### src/rtl/pllcg_defines.svh
// pllcg_defines.svh: counts, nominal frequency step and reset values for the clock generator control
// assumes inclusion by bare name from the package; the control module uses its macros without including it
`ifndef PLLCG_DEFINES_SVH
`define PLLCG_DEFINES_SVH
// edges of each clock waited out when the base clock source changes
`define PLLCG_SWITCH_EDGES 2'h3
// nominal centre-of-range step of the oscillator, in hertz
`define PLLCG_F_NOM_HZ 38400
// good comparison windows needed before tracking and before in-sync
`define PLLCG_TRACK_WINDOWS 4'h2
`define PLLCG_SYNC_WINDOWS 4'h4
// reset values of control state
`define PLLCG_RST_BIT 1'b0
`endif

### src/rtl/pllcg_pkg.sv
// pllcg_pkg.sv: types shared by the clock generator control
// assumes pllcg_defines.svh sits beside it on the include path
package pllcg_pkg;
  `include "pllcg_defines.svh"
  // base clock transition control states
  typedef enum logic [1:0] {
    PLLCG_SEL_RUN = 2'b00,
    PLLCG_SEL_DRAIN_OLD = 2'b01,
    PLLCG_SEL_FILL_NEW = 2'b10
  } pllcg_sel_state_t;
endpackage : pllcg_pkg

### src/rtl/pllcg_control.sv
// pllcg_control.sv: digital control of a crystal-referenced clock generator
// assumes crystal and oscillator clocks arrive as levels far slower than mclk,
// and that control inputs come from software logic on mclk
//
// Contract
// - base clock is crystal or oscillator clock halved, chosen by source select
// - in user mode the bus clock runs at half the base clock
// - in monitor mode the monitor clock select pin chooses the bus clock source
// - oscillator runs when system enable or stop-mode enable is set
// - crystal clock is buffered into the loop reference clock
// - reference divider divides the reference clock by R
// - feedback clock is the oscillator divided by two to the P, then by N
// - phase detector gives up or down pulses sized by the phase difference
// - lock detector compares feedback and divided reference frequencies
// - centre-of-range frequency is nominal step times L times two to the E
// - tracking flag is zero in acquisition; otherwise the filter tracks
// - with automatic bandwidth the lock detector switches filter modes itself
// - automatic mode: tracking flag read-only, follows frequency tolerance
// - automatic mode: in-sync flag read-only, follows frequency tolerance
// - interrupt enabled: interrupt on every in-sync flag change
// - manual mode: tracking flag is software written, cleared before power on
// - manual mode: in-sync function off and no interrupts
// - R or N programmed zero acts as one
// - L of zero disables the loop and forces the crystal clock
// - source switch waits up to three edges of each clock, output held
// - no selection while off, no power off while selected, not together
`timescale 1ns/10ps
module pllcg_control
  import pllcg_pkg::*;
#(
  parameter int R_W = 8,
  parameter int N_W = 12,
  parameter int P_W = 2,
  parameter int E_W = 2,
  parameter int L_W = 8
) (
  // clock and reset
  input wire logic mclk,
  input wire logic reset_n,
  // clocks from outside the mclk domain
  input wire logic crystal_clock,
  input wire logic vco_clock,
  input wire logic monitor_clock_select_pin,
  // control bits from software and the system integration unit
  input wire logic system_oscillator_enable,
  input wire logic oscillator_stop_mode_enable,
  input wire logic monitor_mode,
  input wire logic pll_power_on,
  input wire logic base_clock_source_select,
  input wire logic auto_bandwidth,
  input wire logic tracking_mode_write,
  input wire logic pll_irq_enable,
  input wire logic [R_W-1:0] ref_div_r,
  input wire logic [P_W-1:0] prescale_p,
  input wire logic [N_W-1:0] fb_div_n,
  input wire logic [E_W-1:0] range_e,
  input wire logic [L_W-1:0] linear_l,
  // clock outputs
  output logic oscillator_enable,
  output logic pll_reference_clock,
  output logic divided_reference_clock,
  output logic vco_feedback_clock,
  output logic base_clock_out,
  output logic bus_clock_out,
  // loop filter steering
  output logic pd_up,
  output logic pd_down,
  output logic [L_W+2:0] vco_center_mult,
  // status
  output logic tracking_mode_flag,
  output logic in_sync_flag,
  output logic pll_active,
  output logic vco_selected,
  output logic clock_switch_busy,
  output logic pll_irq
);

  // two-flop synchronisers; the first stage feeds only the second
  logic [2:0] sync1_q;
  logic [2:0] sync2_q;
  logic xc_prev_q;
  logic vc_prev_q;
  always_ff @(posedge mclk or negedge reset_n) begin
    if (!reset_n) begin
      sync1_q <= 3'h0;
      sync2_q <= 3'h0;
      xc_prev_q <= 1'b0;
      vc_prev_q <= 1'b0;
    end else begin
      sync1_q <= {monitor_clock_select_pin, vco_clock, crystal_clock};
      sync2_q <= sync1_q;
      xc_prev_q <= sync2_q[0];
      vc_prev_q <= sync2_q[1];
    end
  end

  logic xc_rise;
  logic xc_fall;
  logic vc_rise;
  logic vc_fall;
  logic mon_pin;
  assign xc_rise = sync2_q[0] & ~xc_prev_q;
  assign xc_fall = ~sync2_q[0] & xc_prev_q;
  assign vc_rise = sync2_q[1] & ~vc_prev_q;
  assign vc_fall = ~sync2_q[1] & vc_prev_q;
  assign mon_pin = sync2_q[2];

  // zero divisors act as one
  logic [R_W-1:0] r_eff;
  logic [N_W-1:0] n_eff;
  logic [7:0] pre_last;
  assign r_eff = (ref_div_r == '0) ? R_W'(1) : ref_div_r;
  assign n_eff = (fb_div_n == '0) ? N_W'(1) : fb_div_n;
  assign pre_last = 8'((9'h1 << prescale_p) - 9'h1);

  // divider and detector state
  logic osc_en_q, osc_en_d;
  logic ref_clk_q, ref_clk_d;
  logic [R_W-1:0] rcnt_q, rcnt_d;
  logic rdv_q, rdv_d;
  logic [7:0] pcnt_q, pcnt_d;
  logic [N_W-1:0] ncnt_q, ncnt_d;
  logic vdv_q, vdv_d;
  logic up_q, up_d;
  logic dn_q, dn_d;
  logic [1:0] fb_seen_q, fb_seen_d;
  logic [3:0] good_q, good_d;
  logic acq_q, acq_d;
  logic lock_q, lock_d;
  logic irq_q, irq_d;
  logic pll_on_q, pll_on_d;
  logic pll_en;
  logic rdv_evt;
  logic vdv_evt;
  logic window_ok;

  assign pll_en = pll_on_q & (linear_l != '0);
  // R lowered below the running count wraps at once; N lowered below its count waits out a full roll
  assign rdv_evt = xc_rise & (rcnt_q >= r_eff - R_W'(1));
  assign vdv_evt = vc_rise & pll_en & (pcnt_q == pre_last) & (ncnt_q == n_eff - N_W'(1));
  // exactly one feedback edge per reference period means matched frequency
  assign window_ok = (fb_seen_q == 2'h1);

  // dividers, phase and lock detection
  always_comb begin
    osc_en_d = system_oscillator_enable | oscillator_stop_mode_enable;
    ref_clk_d = sync2_q[0];
    rcnt_d = rcnt_q;
    rdv_d = rdv_q;
    pcnt_d = pcnt_q;
    ncnt_d = ncnt_q;
    vdv_d = vdv_q;
    up_d = up_q;
    dn_d = dn_q;
    fb_seen_d = fb_seen_q;
    good_d = good_q;
    acq_d = acq_q;
    lock_d = lock_q;
    irq_d = 1'b0;
    // reference divider: high from a wrap edge to the next falling edge
    if (xc_rise) begin
      rcnt_d = rdv_evt ? '0 : rcnt_q + R_W'(1);
    end
    if (rdv_evt) begin
      rdv_d = 1'b1;
    end else if (xc_fall) begin
      rdv_d = 1'b0;
    end
    // prescaler by two to the P, then modulo N
    if (!pll_en) begin
      pcnt_d = '0;
      ncnt_d = '0;
      vdv_d = 1'b0;
    end else begin
      if (vc_rise) begin
        pcnt_d = (pcnt_q == pre_last) ? 8'h00 : pcnt_q + 8'h01;
        if (pcnt_q == pre_last) begin
          ncnt_d = vdv_evt ? '0 : ncnt_q + N_W'(1);
        end
      end
      if (vdv_evt) begin
        vdv_d = 1'b1;
      end else if (vc_fall) begin
        vdv_d = 1'b0;
      end
    end
    // phase detector: the leading edge opens a pulse, the lagging one ends it
    if (!pll_en) begin
      up_d = 1'b0;
      dn_d = 1'b0;
    end else if (rdv_evt && vdv_evt) begin
      up_d = 1'b0;
      dn_d = 1'b0;
    end else if (rdv_evt) begin
      up_d = ~dn_q;
      dn_d = 1'b0;
    end else if (vdv_evt) begin
      dn_d = ~up_q;
      up_d = 1'b0;
    end
    // frequency comparison over each divided reference period
    if (vdv_evt && fb_seen_q != 2'h3) begin
      fb_seen_d = fb_seen_q + 2'h1;
    end
    if (rdv_evt) begin
      fb_seen_d = {1'b0, vdv_evt};
      if (window_ok) begin
        good_d = (good_q == 4'hF) ? good_q : good_q + 4'h1;
      end else begin
        good_d = 4'h0;
      end
    end
    // automatic bandwidth: the detector owns both flags
    acq_d = (good_d >= `PLLCG_TRACK_WINDOWS);
    lock_d = (good_d >= `PLLCG_SYNC_WINDOWS);
    if (!pll_en || !auto_bandwidth) begin
      good_d = 4'h0;
      fb_seen_d = 2'h0;
      acq_d = 1'b0;
      lock_d = 1'b0;
    end
    // one pulse per in-sync change, only in automatic mode
    irq_d = auto_bandwidth & pll_irq_enable & (lock_d != lock_q);
  end

  // base clock selection and transition control
  pllcg_sel_state_t st_q, st_d;
  logic vco_sel_q, vco_sel_d;
  logic [1:0] ecnt_q, ecnt_d;
  logic base_q, base_d;
  logic bus_q, bus_d;
  logic want_vco;
  logic old_edge;
  logic new_edge;
  logic sel_edge;
  logic base_rise;

  // power may not drop while the oscillator clock is selected or being left
  assign want_vco = base_clock_source_select & pll_en & (pll_on_d == pll_on_q);
  assign old_edge = vco_sel_q ? vc_rise : xc_rise;
  assign new_edge = vco_sel_q ? xc_rise : vc_rise;
  assign sel_edge = vco_sel_q ? vc_rise : xc_rise;
  assign base_rise = base_d & ~base_q;

  always_comb begin
    pll_on_d = pll_power_on | vco_sel_q | (st_q != PLLCG_SEL_RUN);
    st_d = st_q;
    vco_sel_d = vco_sel_q;
    ecnt_d = ecnt_q;
    base_d = base_q;
    bus_d = bus_q;
    case (st_q)
      PLLCG_SEL_RUN: begin
        if (sel_edge) begin
          base_d = ~base_q;
        end
        if (want_vco != vco_sel_q) begin
          st_d = PLLCG_SEL_DRAIN_OLD;
          ecnt_d = 2'h0;
        end
      end
      PLLCG_SEL_DRAIN_OLD: begin
        // a dead oscillator would never finish draining, so skip it
        if (vco_sel_q && !pll_en) begin
          st_d = PLLCG_SEL_FILL_NEW;
          ecnt_d = 2'h0;
        end else if (old_edge) begin
          ecnt_d = ecnt_q + 2'h1;
          if (ecnt_q == `PLLCG_SWITCH_EDGES - 2'h1) begin
            st_d = PLLCG_SEL_FILL_NEW;
            ecnt_d = 2'h0;
          end
        end
      end
      PLLCG_SEL_FILL_NEW: begin
        if (new_edge) begin
          ecnt_d = ecnt_q + 2'h1;
          if (ecnt_q == `PLLCG_SWITCH_EDGES - 2'h1) begin
            st_d = PLLCG_SEL_RUN;
            vco_sel_d = ~vco_sel_q;
            ecnt_d = 2'h0;
          end
        end
      end
      default: begin
        st_d = PLLCG_SEL_RUN;
        vco_sel_d = 1'b0;
      end
    endcase
    // losing L while on the oscillator clock forces the crystal at once
    if (vco_sel_q && linear_l == '0) begin
      st_d = PLLCG_SEL_RUN;
      vco_sel_d = 1'b0;
    end
    // bus clock: base halved, or crystal halved when monitor pin says so
    if (monitor_mode && mon_pin) begin
      if (xc_rise) begin
        bus_d = ~bus_q;
      end
    end else if (base_rise) begin
      bus_d = ~bus_q;
    end
  end

  always_ff @(posedge mclk or negedge reset_n) begin
    if (!reset_n) begin
      osc_en_q <= `PLLCG_RST_BIT;
      ref_clk_q <= `PLLCG_RST_BIT;
      rcnt_q <= '0;
      rdv_q <= `PLLCG_RST_BIT;
      pcnt_q <= 8'h00;
      ncnt_q <= '0;
      vdv_q <= `PLLCG_RST_BIT;
      up_q <= `PLLCG_RST_BIT;
      dn_q <= `PLLCG_RST_BIT;
      fb_seen_q <= 2'h0;
      good_q <= 4'h0;
      acq_q <= `PLLCG_RST_BIT;
      lock_q <= `PLLCG_RST_BIT;
      irq_q <= `PLLCG_RST_BIT;
      pll_on_q <= `PLLCG_RST_BIT;
      st_q <= PLLCG_SEL_RUN;
      vco_sel_q <= `PLLCG_RST_BIT;
      ecnt_q <= 2'h0;
      base_q <= `PLLCG_RST_BIT;
      bus_q <= `PLLCG_RST_BIT;
    end else begin
      osc_en_q <= osc_en_d;
      ref_clk_q <= ref_clk_d;
      rcnt_q <= rcnt_d;
      rdv_q <= rdv_d;
      pcnt_q <= pcnt_d;
      ncnt_q <= ncnt_d;
      vdv_q <= vdv_d;
      up_q <= up_d;
      dn_q <= dn_d;
      fb_seen_q <= fb_seen_d;
      good_q <= good_d;
      acq_q <= acq_d;
      lock_q <= lock_d;
      irq_q <= irq_d;
      pll_on_q <= pll_on_d;
      st_q <= st_d;
      vco_sel_q <= vco_sel_d;
      ecnt_q <= ecnt_d;
      base_q <= base_d;
      bus_q <= bus_d;
    end
  end

  // outputs; the tracking flag follows software only in manual mode
  assign oscillator_enable = osc_en_q;
  assign pll_reference_clock = ref_clk_q;
  assign divided_reference_clock = rdv_q;
  assign vco_feedback_clock = vdv_q;
  assign base_clock_out = base_q;
  assign bus_clock_out = bus_q;
  assign pd_up = up_q;
  assign pd_down = dn_q;
  assign vco_center_mult = (L_W+3)'({3'h0, linear_l} << range_e);
  assign tracking_mode_flag = auto_bandwidth ? acq_q : tracking_mode_write;
  assign in_sync_flag = lock_q;
  assign pll_active = pll_en;
  assign vco_selected = vco_sel_q;
  assign clock_switch_busy = (st_q != PLLCG_SEL_RUN);
  assign pll_irq = irq_q;

endmodule : pllcg_control

### config.mk
export PLATFORM = sky130hd
export DESIGN_NAME = pllcg_control
export DESIGN_NICKNAME = d
export VERILOG_FILES = /design/src/rtl/pllcg_pkg.sv /design/src/rtl/pllcg_control.sv
export VERILOG_INCLUDE_DIRS = /design/src /design/src/rtl
export SDC_FILE = /design/constraint.sdc
export NUM_CORES = 1
export LEC_CHECK = 0
export ABC_AREA = 1
export BUFFER_PORTS_ARGS = -buffer_cell sky130_fd_sc_hd__buf_2
export CORE_AREA = 2 2 105 107
export DETAILED_ROUTE_END_ITERATION = 16
export DIE_AREA = 0 0 107 109
export PLACE_DENSITY = 0.59
export SETUP_SLACK_MARGIN = 0.15
export SLEW_MARGIN = 10
export SYNTH_ARGS = -nofsm -noshare
export SYNTH_HDL_FRONTEND = slang
export SYNTH_SLANG_ARGS = --single-unit
### constraint.sdc
create_clock -name mclk -period 4.3 [get_ports mclk]
set_input_delay 0 -clock mclk [delete_from_list [all_inputs] [get_ports mclk]]
set_output_delay 0 -clock mclk [all_outputs]
set_load 0.1 [all_outputs]
==> results of run 1 <==
routing by layer:
metal	global-route usage, %	routed length (um)	vias to the layer above
met3	3.47	385	12
met4	6.49	198	0
met2	29.0	4290	69
met1	22.6	4520	1755
li1	-	-	1964
met5	0	0	-
state kept, by name, indices dropped and copies added (netlist names), 2 cells and up:
signal	cells
st_q	2
good_q	4
pcnt_q	8
sync2_q	3
sync1_q	3
fb_seen_q	2
ecnt_q	2
rcnt_q	8
ncnt_q	12
critical path, stage by stage:
cell       delay (ns)
buf_2            0.11
nor2_1           0.05
a31oi_1          0.27
ha_1             0.24
nand2_1          0.09
nor3_1           0.18
xor2_1           0.16
inv_1            0.06
ha_1             0.27
nand2_1          0.08
nor2_1           0.06
nand4_1          0.06
o2111ai_1        0.16
nand2_1          0.36
clkinv_1         0.36
nor2_1           0.22
nand2_1          0.11
nand2_1          0.07
o21ai_0          0.07
worst max path at each step:
stage,startpoint,end
finish,ref_div_r[2],fb_seen_q[1]
global route,ref_div_r[4],fb_seen_q[1]
CTS,ref_div_r[2],fb_seen_q[1]
detailed placement,ref_div_r[2],fb_seen_q[1]
global placement,ref_div_r[4],fb_seen_q[1]
floorplan,range_e[0],vco_center_mult[3]
power by group through the flow:
stage,registers [mW],clock network [mW],logic (mW)
after floorplan,0.939,0,0.675
after global routing,0.804,0.592,1.19
after CTS,0.784,0.561,1.07
final,0.783,0.549,1.06
after detailed placement,0.792,0,1.06
after global placement,0.789,0,1.04
final cells by class:
cell class	instances	area (um2)
Multi-Input combinational cell	398	2280
Tap cell	140	175
Timing Repair Buffer	79	443
Sequential cell	58	1450
Clock inverter	3	65.1
Clock buffer	11	141
Inverter	90	338
Fill cell	1080	5710
synth_stat cells, types with 2 or more instances:
library cell / count / area, um2
nand2_1: 107 / 402
inv_1: 83 / 312
dfrtp_1: 58 / 1450
nor2_1: 54 / 203
nand3_1: 34 / 170
o21ai_0: 32 / 160
ha_1: 21 / 263
nand4_1: 21 / 131
xor2_1: 19 / 166
o21ai_1: 16 / 80.1
a21oi_1: 14 / 70.1
nor3_1: 13 / 65.1
nor2_2: 9 / 56.3
xnor2_1: 7 / 61.3
inv_2: 5 / 18.8
mux2i_1: 5 / 50.1
nand2_2: 5 / 31.3
nand3_2: 5 / 50.1
o211ai_1: 5 / 37.5
clkbuf_1: 4 / 15.0
nor3b_1: 4 / 30.0
and2_1: 3 / 18.8
nand3b_1: 3 / 22.5
a211oi_1: 2 / 15.0
a31oi_1: 2 / 12.5
and3_1: 2 / 12.5
buf_2: 2 / 10.0
clkinv_1: 2 / 7.51
nor2_4: 2 / 22.5
nor3_2: 2 / 20.0
cell families after synthesis:
family | after synthesis
simple gates | 269
flops | 58
buf+inv | 98
compound gates | 76
fa+ha+maj | 21
xor+xnor | 26
mux | 6
metrics by stage:
step | instance area (um2) | total power, mW | std cells
detailed placement | 4590 | 1.85 | 756
finish | 4890 | 2.40 | 779
CTS | 4890 | 2.41 | 779
global route | 4890 | 2.58 | 779
global placement | 4590 | 1.83 | 756
floorplan | 4100 | 1.61 | 554
==> PnR_summary.wiki, run 1 <==
{| class="wikitable"
! Metric !! Value
|-
| Least-Margin Pin Slew || between 0.9 and 1 ns
|-
| Post-cts hold buffer count || 9
|-
| Most used flip-flop cell after synthesis || dfrtp_1
|-
| Most frequent cells in the layout || nand2_1, inv_1, buf_2, dfrtp_1, nor2_1
|-
| Maximum operating frequency || around 360 MHz
|-
| Sequential cell area fraction in the yosys report || a little over a third
|-
| Crit path required time || 4.53 ns
|-
| Detailed-routing iteration count for the pre-antenna-repair pass || 4
|-
| Clock transition at the register clock pins on the worst setup and hold paths after CTS || 0.07 ns
|-
| Worst setup path category || in2reg
|-
| Remaining global-route overflow || 0
|-
| Worst hold endpoint || bus_clock_out
|-
| Worst supply voltage drop on vdd || about 0.53 mV
|-
| P_leak || 2.53 nW
|-
| Sequential power share || 32.7%
|-
| Number of DRC markers in iteration 0 || 257
|-
| Final wirelength || about 9400 um
|-
| Setup repair after global routing missed its margin || no
|-
| Number of cells produced by synthesis || 554
|-
| Initial antenna violation count || 0
|-
| Maximum capacitance violations || 0
|-
| Post-Synth XOR/XNOR Area || 5.55%
|-
| Ant. Diodes || 0
|-
| CTS Buffer Depth || 2
|-
| Worst Clk Skew || 0.0130 ns
|-
| Arithmetic-cell share of the synthesized area counting full adders, half adders and majority gates || 6.40%
|-
| Number of warnings issued by yosys || 0
|-
| Dominant combinational cell family by area after synthesis || simple AND/OR/NAND/NOR gates
|-
| Crit path launch type || primary input
|-
| Final ANT Viol Nets || 0
|-
| H-tree depth reported by CTS || 3
|-
| Register-to-register setup slack || approximately 1.8 ns
|-
| Clock sink count || 58
|-
| Synth async-reset ratio || 100%
|-
| Post_cts resized || 0
|-
| Wire length of the first global-routing pass || between 15000 and 20000 um
|-
| Final GP Congestion || between 0.8 and 0.9
|-
| Clock tree from TritonCTS || built
|-
| Fin crit period || 2.75 ns
|-
| Fraction of power spent switching nets || between 40% and 50%
|-
| Pint || ~1.3 mW
|-
| Number of remaining DRC errors || 0
|-
| Via count of the routed design || 3800
|-
| Final net count || roughly 700
|-
| Result of the run || finished, final reports clean
|-
| Height of the die || between 100 and 150 um
|-
| Final critical-path setup slack || around 1.6 ns
|-
| Worst Min Path Start || monitor_mode
|-
| Number of buffers created by CTS || 9
|-
| Largest net degree at the start of global routing || roughly 60
|-
| Ratio of cells with drive above 1 in the final layout || 18.6%
|-
| Depth of the most critical reg-to-reg path || 11
|-
| Clock network latency to the later pin of the worst-skew pair || 0.34 ns
|-
| Fraction of synthesized area in multiplexers || under 10%
|-
| Compound-Gate Fraction of Synth Area || about a tenth
|-
| Remaining max-slew budget at the tightest pin || about 39%
|-
| Setup WS pre-CTS || 1.20 ns
|-
| Final setup violation count || 0
|-
| Arrival time at the worst endpoint || 2.98 ns
|-
| Hold crit path type || in2reg
|-
| Number of setup buffers added after CTS || 0
|-
| Number of pins with negative max-slew slack in the final report || 0
|-
| Average cell area after synthesis || around 7.4 um2
|-
| Global router's overall resource usage || between 15 and 20%
|-
| Final design utilization || a little under half
|-
| Max FO, Critical Path || 14
|-
| Total negative setup slack || 0 ns
|-
| Area growth from synthesis to layout || 19.2%
|-
| Root Buffer Master || clkbuf_8
|-
| Total power density per cell area || roughly 500 mW/mm2
|-
| Die width || ~110 um
|-
| Number of distinct library cells after synthesis || 43
|-
| Final worst hold slack || 0.105 ns
|-
| Simple-gate share of the synthesized area || a little under a third
|-
| Number of global-route vias before repair || around 3700
|-
| DP Wirelength || between 6000 and 7000 um
|-
| Logic gate share of total power || ~44%
|-
| Number of cells on the worst hold path || 4
|-
| Psw || 1.10 mW
|-
| Final hold violation count || 0
|-
| Cell area after synthesis || a little over 0.004 mm2
|-
| End of the worst register-to-register path || fb_seen_q[1]
|-
| Number of primary I/O pins || 70
|-
| FF+latch count, synth || 58
|-
| Post-detailed-route wirelength per cell || approximately 12 um
|-
| Number of vias per cell after detailed routing || ~4.9
|-
| Initial core utilization || approximately two fifths
|-
| Floorplan Core Area || roughly 0.011 mm2
|-
| Die Footprint || roughly 0.012 mm2
|-
| Post-synthesis net count || 620
|-
| Most common library cell in the layout ignoring fill and taps || nand2_1
|-
| Source of the worst register-to-register timing path || rcnt_q[3]
|-
| Type of destination of the critical path || flop
|-
| Number of buffers added on ports || approximately 70
|-
| Number of enable-type register cells in the synthesized netlist || 0
|-
| Number of placement rows || 38
|-
| Fraction of power consumed by the clock network || 22.9%
|-
| Post-route clock period utilization || around 64%
|}
Power figures use the tool's default switching activity.
==> run 2, diff against run 1 <==
--- a/config.mk
+++ b/config.mk
@@ -11,7 +11,7 @@
 export CORE_AREA = 2 2 105 107
 export DETAILED_ROUTE_END_ITERATION = 16
 export DIE_AREA = 0 0 107 109
-export PLACE_DENSITY = 0.59
+export PLACE_DENSITY = 0.61
 export SETUP_SLACK_MARGIN = 0.15
 export SLEW_MARGIN = 10
 export SYNTH_ARGS = -nofsm -noshare
==> constraint.sdc (replaced) <==
create_clock -name mclk -period 2.3 [get_ports mclk]
set_input_delay 0 -clock mclk [delete_from_list [all_inputs] [get_ports mclk]]
set_output_delay 0 -clock mclk [all_outputs]
set_load 0.1 [all_outputs]
==> run 2 against run 1 <==
Cell count is 4.5% higher. Critical path depth is 3 higher. Cell area grew 8.1%. Worst setup slack got worse by 1.4 ns. Utilization is 3.7 points higher. Combinational power is 100% higher. Global-route usage is 0.45 points lower. Register-to-register slack worse by 1.5 ns. Die area stayed put. Hold slack improved by 0.0035 ns. Critical path type unchanged. Critical endpoint is now pll_irq.
==> PnR_summary.wiki, run 2 (synthesis results as in run 1) <==
{| class="wikitable"
! Metric !! Value
|-
| Result of the run || finished, final reports clean
|-
| Clock tree from TritonCTS || built
|-
| Initial antenna violation count || 0
|-
| CTS Buffer Depth || 2
|-
| Clock sink count || 58
|-
| Number of primary I/O pins || 70
|-
| Final worst hold slack || between 0.1 and 0.15 ns
|-
| Register with the most flip-flops || ncnt_q
|-
| Number of buffers created by CTS || 9
|-
| Clock network latency to the later pin of the worst-skew pair || 0.34 ns
|-
| Max FO, Critical Path || 6
|-
| Ratio of cells with drive above 1 in the final layout || a little over a quarter
|-
| Largest registers in the final layout || ncnt_q x12, pcnt_q x8, rcnt_q x8
|-
| Number of global-route vias before repair || between 3000 and 4000
|-
| Die width || 107 um
|-
| Most Frequent Cell on Critical Path || nand2_2
|-
| Count of non-filler cells in the finished layout || about 800
|-
| Final non-filler cell area || about 0.0053 mm2
|-
| Total power density per cell area || around 860 mW/mm2
|-
| Arrival time at the worst endpoint || ~2.3 ns
|-
| Largest net degree at the start of global routing || 36
|-
| Number of DRC markers in iteration 0 || approximately 130
|-
| Crit path required time || between 2 and 3 ns
|-
| Floorplan Core Area || about 0.011 mm2
|-
| Via count of the routed design || roughly 4000
|-
| Number of buffer and inverter stages on the critical path || 3
|-
| Final GP Congestion || 0.827
|-
| Number of buffers added on ports || 69
|-
| Die Footprint || roughly 0.012 mm2
|-
| Family with the most delay on the worst path || simple AND/OR/NAND/NOR gates
|-
| Worst Clk Skew || roughly 0.016 ns
|-
| Final ANT Viol Nets || 0
|-
| DP Wirelength || ~7300 um
|-
| CP Cell Sequence || buf_6 > nor4_4 > a31oi_2 > ha_2 > nand2_4 > nor3_2 > xor2_1 > inv_1 > ha_1 > nand2_2 > nor2_4 > nand4_1 > o2111ai_2 > nand2_2 > nand2_1 > nand2_1 > inv_2 > nand2_4 > nand2_2 > nand2_2 > nand2_2 > nor2_2
|-
| Worst supply voltage drop on vdd || 0.913 mV
|-
| Height of the die || around 110 um
|-
| Clock transition at the register clock pins on the worst setup and hold paths after CTS || about 0.070 ns
|-
| Ant. Diodes || 0
|-
| Maximum single-stage delay on the critical path || 0.28 ns
|-
| Crit path launch type || primary input
|-
| Setup repair after global routing missed its margin || yes
|-
| Fin crit period || about 2.1 ns
|-
| Maximum operating frequency || approximately 470 MHz
|-
| Initial core utilization || roughly two fifths
|-
| Post-detailed-route wirelength per cell || 11.7 um
|-
| Number of remaining DRC errors || 0
|-
| Remaining max-slew budget at the tightest pin || a little under half
|-
| Maximum capacitance violations || 0
|-
| Number of vias per cell after detailed routing || around 5
|-
| Remaining global-route overflow || 0
|-
| H-tree depth reported by CTS || 3
|-
| Flip-flop count of the largest register, all copies and words added || 12
|-
| Detailed-routing iteration count for the pre-antenna-repair pass || 4
|-
| Hold crit path type || in2reg
|-
| Cell area after placement || 0.00484 mm2
|-
| Root Buffer Master || clkbuf_8
|-
| Type of destination of the critical path || flop
|-
| Final net count || about 740
|-
| Global router's overall resource usage || about 17%
|-
| Number of pins with negative max-slew slack in the final report || 0
|-
| CP max-delay cell || ha_1
|-
| Least-Margin Pin Slew || slightly below 0.8 ns
|-
| Worst setup path category || in2reg
|-
| Area growth from synthesis to layout || 28.9%
|-
| P_leak || ~2.7 nW
|-
| Post-route clock period utilization || between 90% and 100%
|-
| Final hold violation count || 0
|-
| Number of placement rows || 38
|-
| Final wirelength || 9560 um
|-
| Most frequent cells in the layout || nand2_1, inv_1, buf_2, dfrtp_1, nor2_1
|-
| Wire length of the first global-routing pass || ~16000 um
|-
| Placed Instances || just under 800
|-
| Final setup violation count || 0
|-
| Most common library cell in the layout ignoring fill and taps || nand2_1
|}
run 2: cell count changes in the layout (fill, tap and decap cells not counted), sizes merged:
cell	previous run	this run
nand3	40	42
buf	70	102
clkinv	3	4
clkbuf	11	10
clkinvlp	0	2
bufinv	2	1
run 2: worst min-delay path, stage by stage:
cell     delay [ns]
buf_2          0.12
nand2_1        0.12
nor3_2         0.05
nand2_1        0.05
o21ai_1        0.05
run 2: layer usage:
| metal | vias to the layer above | GRT usage [%] | share of wire, % |
|---|---|---|---|
| met5 | - | 0 | 0 |
| met4 | 0 | 5.66 | 1.1 |
| met3 | 12 | 2.99 | 4.5 |
| met2 | 93 | 29.1 | 47 |
| met1 | 1847 | 21.8 | 47 |
| li1 | 2045 | - | - |
run 2: final cells by class:
class	count	area [um2]
multi-input combinational	400	2430
sequential	58	1450
inverter	90	339
fill	1024	5320
clock inverter	5	55.1
timing repair buffer	111	703
tap	140	175
clock buffer	10	138
run 2: per-stage QoR:
step	setup TNS [ns]	power, mW	setup WS, ns	util, %
4_1_cts	0	4.54	0.146	48.7
5_1_grt	0	4.89	0.0131	49.9
6_report	0	4.54	0.193	49.9
3_3_place_gp	-0.786	3.51	-0.142	45.7
2_1_floorplan	0	3.04	0.0790	-
3_5_place_dp	-2.12	3.56	-0.269	45.7
run 2: worst paths after layout:
check                                endpoint      startpoint  slack, ns  cells past startpoint
worst max-delay path                  pll_irq    ref_div_r[5]       0.19                     22
worst min-delay path             fb_seen_q[1]  auto_bandwidth       0.11                      5
worst max register to register   fb_seen_q[1]       pcnt_q[5]       0.25                     13
worst min register to register     sync2_q[2]      sync1_q[2]       0.35                      0
max in group asynchronous       bus_clock_out         reset_n       1.26                      3
min in group asynchronous        vco_selected         reset_n       0.28                      2
run 2: power by group:
part           switching, mW  internal [mW]  total, mW
registers              0.206           1.25       1.46
logic                   1.50          0.652       2.15
clock network          0.406          0.520      0.925
run 2: repair_timing:
action                     CTS  global route
resized for setup            9            19
setup endpoints to repair    5            25
hold buffers                 9             0
buffers inserted             2             4
gates cloned                 0             2
hold endpoints to repair    39             0
pin swaps                   16            19
==> run 3, diff against run 2 <==
--- a/config.mk
+++ b/config.mk
@@ -12,6 +12,7 @@
 export DETAILED_ROUTE_END_ITERATION = 16
 export DIE_AREA = 0 0 107 109
 export PLACE_DENSITY = 0.61
+export RECOVER_POWER = 50
 export SETUP_SLACK_MARGIN = 0.15
 export SLEW_MARGIN = 10
 export SYNTH_ARGS = -nofsm -noshare
==> run 3 against run 2 <==
The flow now finishes with violations (capacitance limit, slew limit). Hold slack hardly changed. Power is 0.34% lower. Sequential share of layout area is 0.16 points higher. Sequential power hardly changed. Largest cell class unchanged. Highest routed layer unchanged.
==> PnR_summary.wiki, run 3 (synthesis results as in run 1) <==
{| class="wikitable"
! Metric !! Value
|-
| Final net count || between 700 and 800
|-
| Worst hold endpoint || fb_seen_q[1]
|-
| Number of global-route vias before repair || ~3800
|-
| Fraction of power spent switching nets || 46.7%
|-
| Remaining global-route overflow || 0
|-
| Gr busiest metal || met2
|-
| Largest registers in the final layout || ncnt_q x12, pcnt_q x8, rcnt_q x8
|-
| Met1 usage in global routing || between 20% and 30%
|-
| Clock transition at the register clock pins on the worst setup and hold paths after CTS || around 0.07 ns
|-
| Failing checks || capacitance limit, slew limit
|-
| Number of vias per cell after detailed routing || between 4 and 5
|-
| CTS Buffer Depth || 2
|-
| Clock sink count || 58
|-
| Worst Min Path Start || auto_bandwidth
|-
| Remaining max-slew budget at the tightest pin || -28.3%
|-
| Number of remaining DRC errors || 0
|-
| Global router's overall resource usage || between 10% and 20%
|-
| Ratio of cells with drive above 1 in the final layout || about a quarter
|-
| Maximum single-stage delay on the critical path || about 0.28 ns
|-
| Crit path launch type || primary input
|-
| Least-Margin Pin Slew || 1.92 ns
|-
| Number of placement rows || 38
|-
| Initial antenna violation count || 0
|-
| Cell area after placement || 0.00484 mm2
|-
| Total power density per cell area || 860 mW/mm2
|-
| Die width || about 110 um
|-
| Result of the run || finished with violations
|-
| Global routing usage on met3 || under 10%
|-
| P_leak || roughly 2.6 nW
|-
| Hold crit path type || in2reg
|-
| Largest net degree at the start of global routing || 36
|-
| Number of primary I/O pins || 70
|-
| Number of pins with negative max-slew slack in the final report || 36
|-
| Floorplan Core Area || ~0.011 mm2
|-
| Final hold violation count || 0
|-
| Type of destination of the critical path || flop
|-
| Sequential power share || about a third
|-
| Initial core utilization || roughly 39%
|-
| Number of buffers added on ports || 69
|-
| Via count of the routed design || around 4000
|-
| Logic gate share of total power || ~47%
|-
| Number of buffer and inverter stages on the critical path || 3
|-
| Crit path required time || roughly 2.5 ns
|-
| Register with the most flip-flops || ncnt_q
|-
| Worst supply voltage drop on vdd || 0.891 mV
|-
| Number of buffers created by CTS || 9
|-
| Count of non-filler cells in the finished layout || approximately 810
|-
| DP Wirelength || 7330 um
|-
| Most frequent cells in the layout || nand2_1, inv_1, dfrtp_1, nor2_1, buf_2
|-
| Setup repair after global routing missed its margin || yes
|-
| Met2 Use GR || approximately 29%
|-
| Number of cells on the worst hold path || 5
|-
| Maximum operating frequency || about 470 MHz
|-
| Most Frequent Cell on Critical Path || nand2_2
|-
| Final setup violation count || 0
|-
| Pint || approximately 2.4 mW
|-
| Clock tree from TritonCTS || built
|-
| Psw || approximately 2.1 mW
|-
| CP max-delay cell || ha_1
|-
| Fraction of power consumed by the clock network || between 20% and 30%
|-
| Total negative setup slack || 0 ns
|-
| Final wirelength || ~9600 um
|-
| Register-to-register setup slack || about 0.26 ns
|-
| Final GP Congestion || approximately 0.83
|-
| Flip-flop count of the largest register, all copies and words added || 12
|-
| Fin crit period || between 2 and 2.5 ns
|-
| Total power of the final layout || around 4.5 mW
|-
| Final non-filler cell area || ~0.0053 mm2
|-
| Detailed-routing iteration count for the pre-antenna-repair pass || 5
|-
| Source of the worst register-to-register timing path || pcnt_q[5]
|-
| Depth of the most critical reg-to-reg path || 13
|-
| Placed Instances || slightly below 800
|-
| Final ANT Viol Nets || 0
|-
| Worst setup path category || in2reg
|-
| Most common library cell in the layout ignoring fill and taps || nand2_1
|-
| Clock network latency to the later pin of the worst-skew pair || 0.34 ns
|-
| End of the worst register-to-register path || fb_seen_q[1]
|-
| Worst Clk Skew || between 0.015 and 0.02 ns
|-
| Wire length of the first global-routing pass || approximately 16000 um
|-
| CP Cell Sequence || buf_6 > nor4_4 > a31oi_2 > ha_2 > nand2_4 > nor3_2 > xor2_1 > inv_1 > ha_1 > nand2_2 > nor2_4 > nand4_1 > o2111ai_2 > nand2_2 > nand2_1 > nand2_1 > inv_2 > nand2_4 > nand2_2 > nand2_2 > nand2_2 > nor2_2
|-
| Root Buffer Master || clkbuf_8
|-
| Die Footprint || ~0.012 mm2
|-
| Post-route clock period utilization || 91.6%
|-
| Ant. Diodes || 0
|-
| Area growth from synthesis to layout || 28.1%
|-
| H-tree depth reported by CTS || 3
|-
| Post-detailed-route wirelength per cell || between 10 and 15 um
|-
| Max FO, Critical Path || 6
|-
| Height of the die || ~110 um
|-
| Family with the most delay on the worst path || simple AND/OR/NAND/NOR gates
|-
| Maximum capacitance violations || 1
|-
| Arrival time at the worst endpoint || about 2.3 ns
|-
| Number of DRC markers in iteration 0 || roughly 120
|}
==> run 3: cell count changes in the layout (fill, tap and decap cells not counted), sizes merged <==
cell,before,now
clkbuf,10,33
buf,102,79
==> run 3: worst max path at each step <==
stage,start,to,slack (ns),cells past startpoint
floorplan,ref_div_r[4],pll_irq,0.08,21
global placement,ref_div_r[4],pll_irq,-0.14,22
detailed placement,ref_div_r[4],pll_irq,-0.27,21
CTS,ref_div_r[2],pll_irq,0.15,22
global route,ref_div_r[5],pll_irq,0.01,21
finish,ref_div_r[5],pll_irq,0.19,22
==> run 3: area by class of cell <==
cell class                      count  area, um2
Fill cell                        1029       5350
Multi-Input combinational cell    400       2430
Sequential cell                    58       1450
Timing Repair Buffer              111        673
Inverter                           90        339
Tap cell                          140        175
Clock buffer                       10        138
Clock inverter                      5       55.1
==> run 3: power by group through the flow <==
stage	sequential [mW]	combinational [mW]	clock (mW)
after floorplan	1.76	1.29	0
after global placement	1.47	2.04	0
after detailed placement	1.48	2.08	0
after CTS	1.46	2.12	0.953
after global routing	1.50	2.38	0.994
final	1.46	2.14	0.925
==> run 3: what timing repair did <==
| item | in CTS | in global routing |
|---|---|---|
| cloned | 0 | 2 |
| hold buffers | 9 | 0 |
| setup endpoints to repair | 5 | 25 |
| hold endpoints to repair | 39 | 0 |
| resized for setup | 9 | 19 |
| buffers inserted | 2 | 4 |
| pin swaps | 16 | 19 |
==> run 3: worst min-delay path, stage by stage <==
cell     delay [ns]
buf_2          0.12
nand2_1        0.12
nor3_2         0.05
nand2_1        0.05
o21ai_1        0.05
==> run 3: stage by stage <==
step,util (%),hold slack [ns],setup WS [ns]
final,49.6,0.108,0.193
after detailed placement,45.7,0.110,-0.269
after global routing,49.6,0.128,0.0130
after global placement,45.7,0.109,-0.142
after CTS,48.7,0.0974,0.146
after floorplan,-,-0.296,0.0790
==> run 3: layer usage <==
| layer | part of all wire [%] | up-vias |
|---|---|---|
| met5 | 0 | - |
| li1 | - | 2044 |
| met2 | 47 | 100 |
| met4 | 1.1 | 0 |
| met1 | 47 | 1837 |
| met3 | 4.5 | 14 |
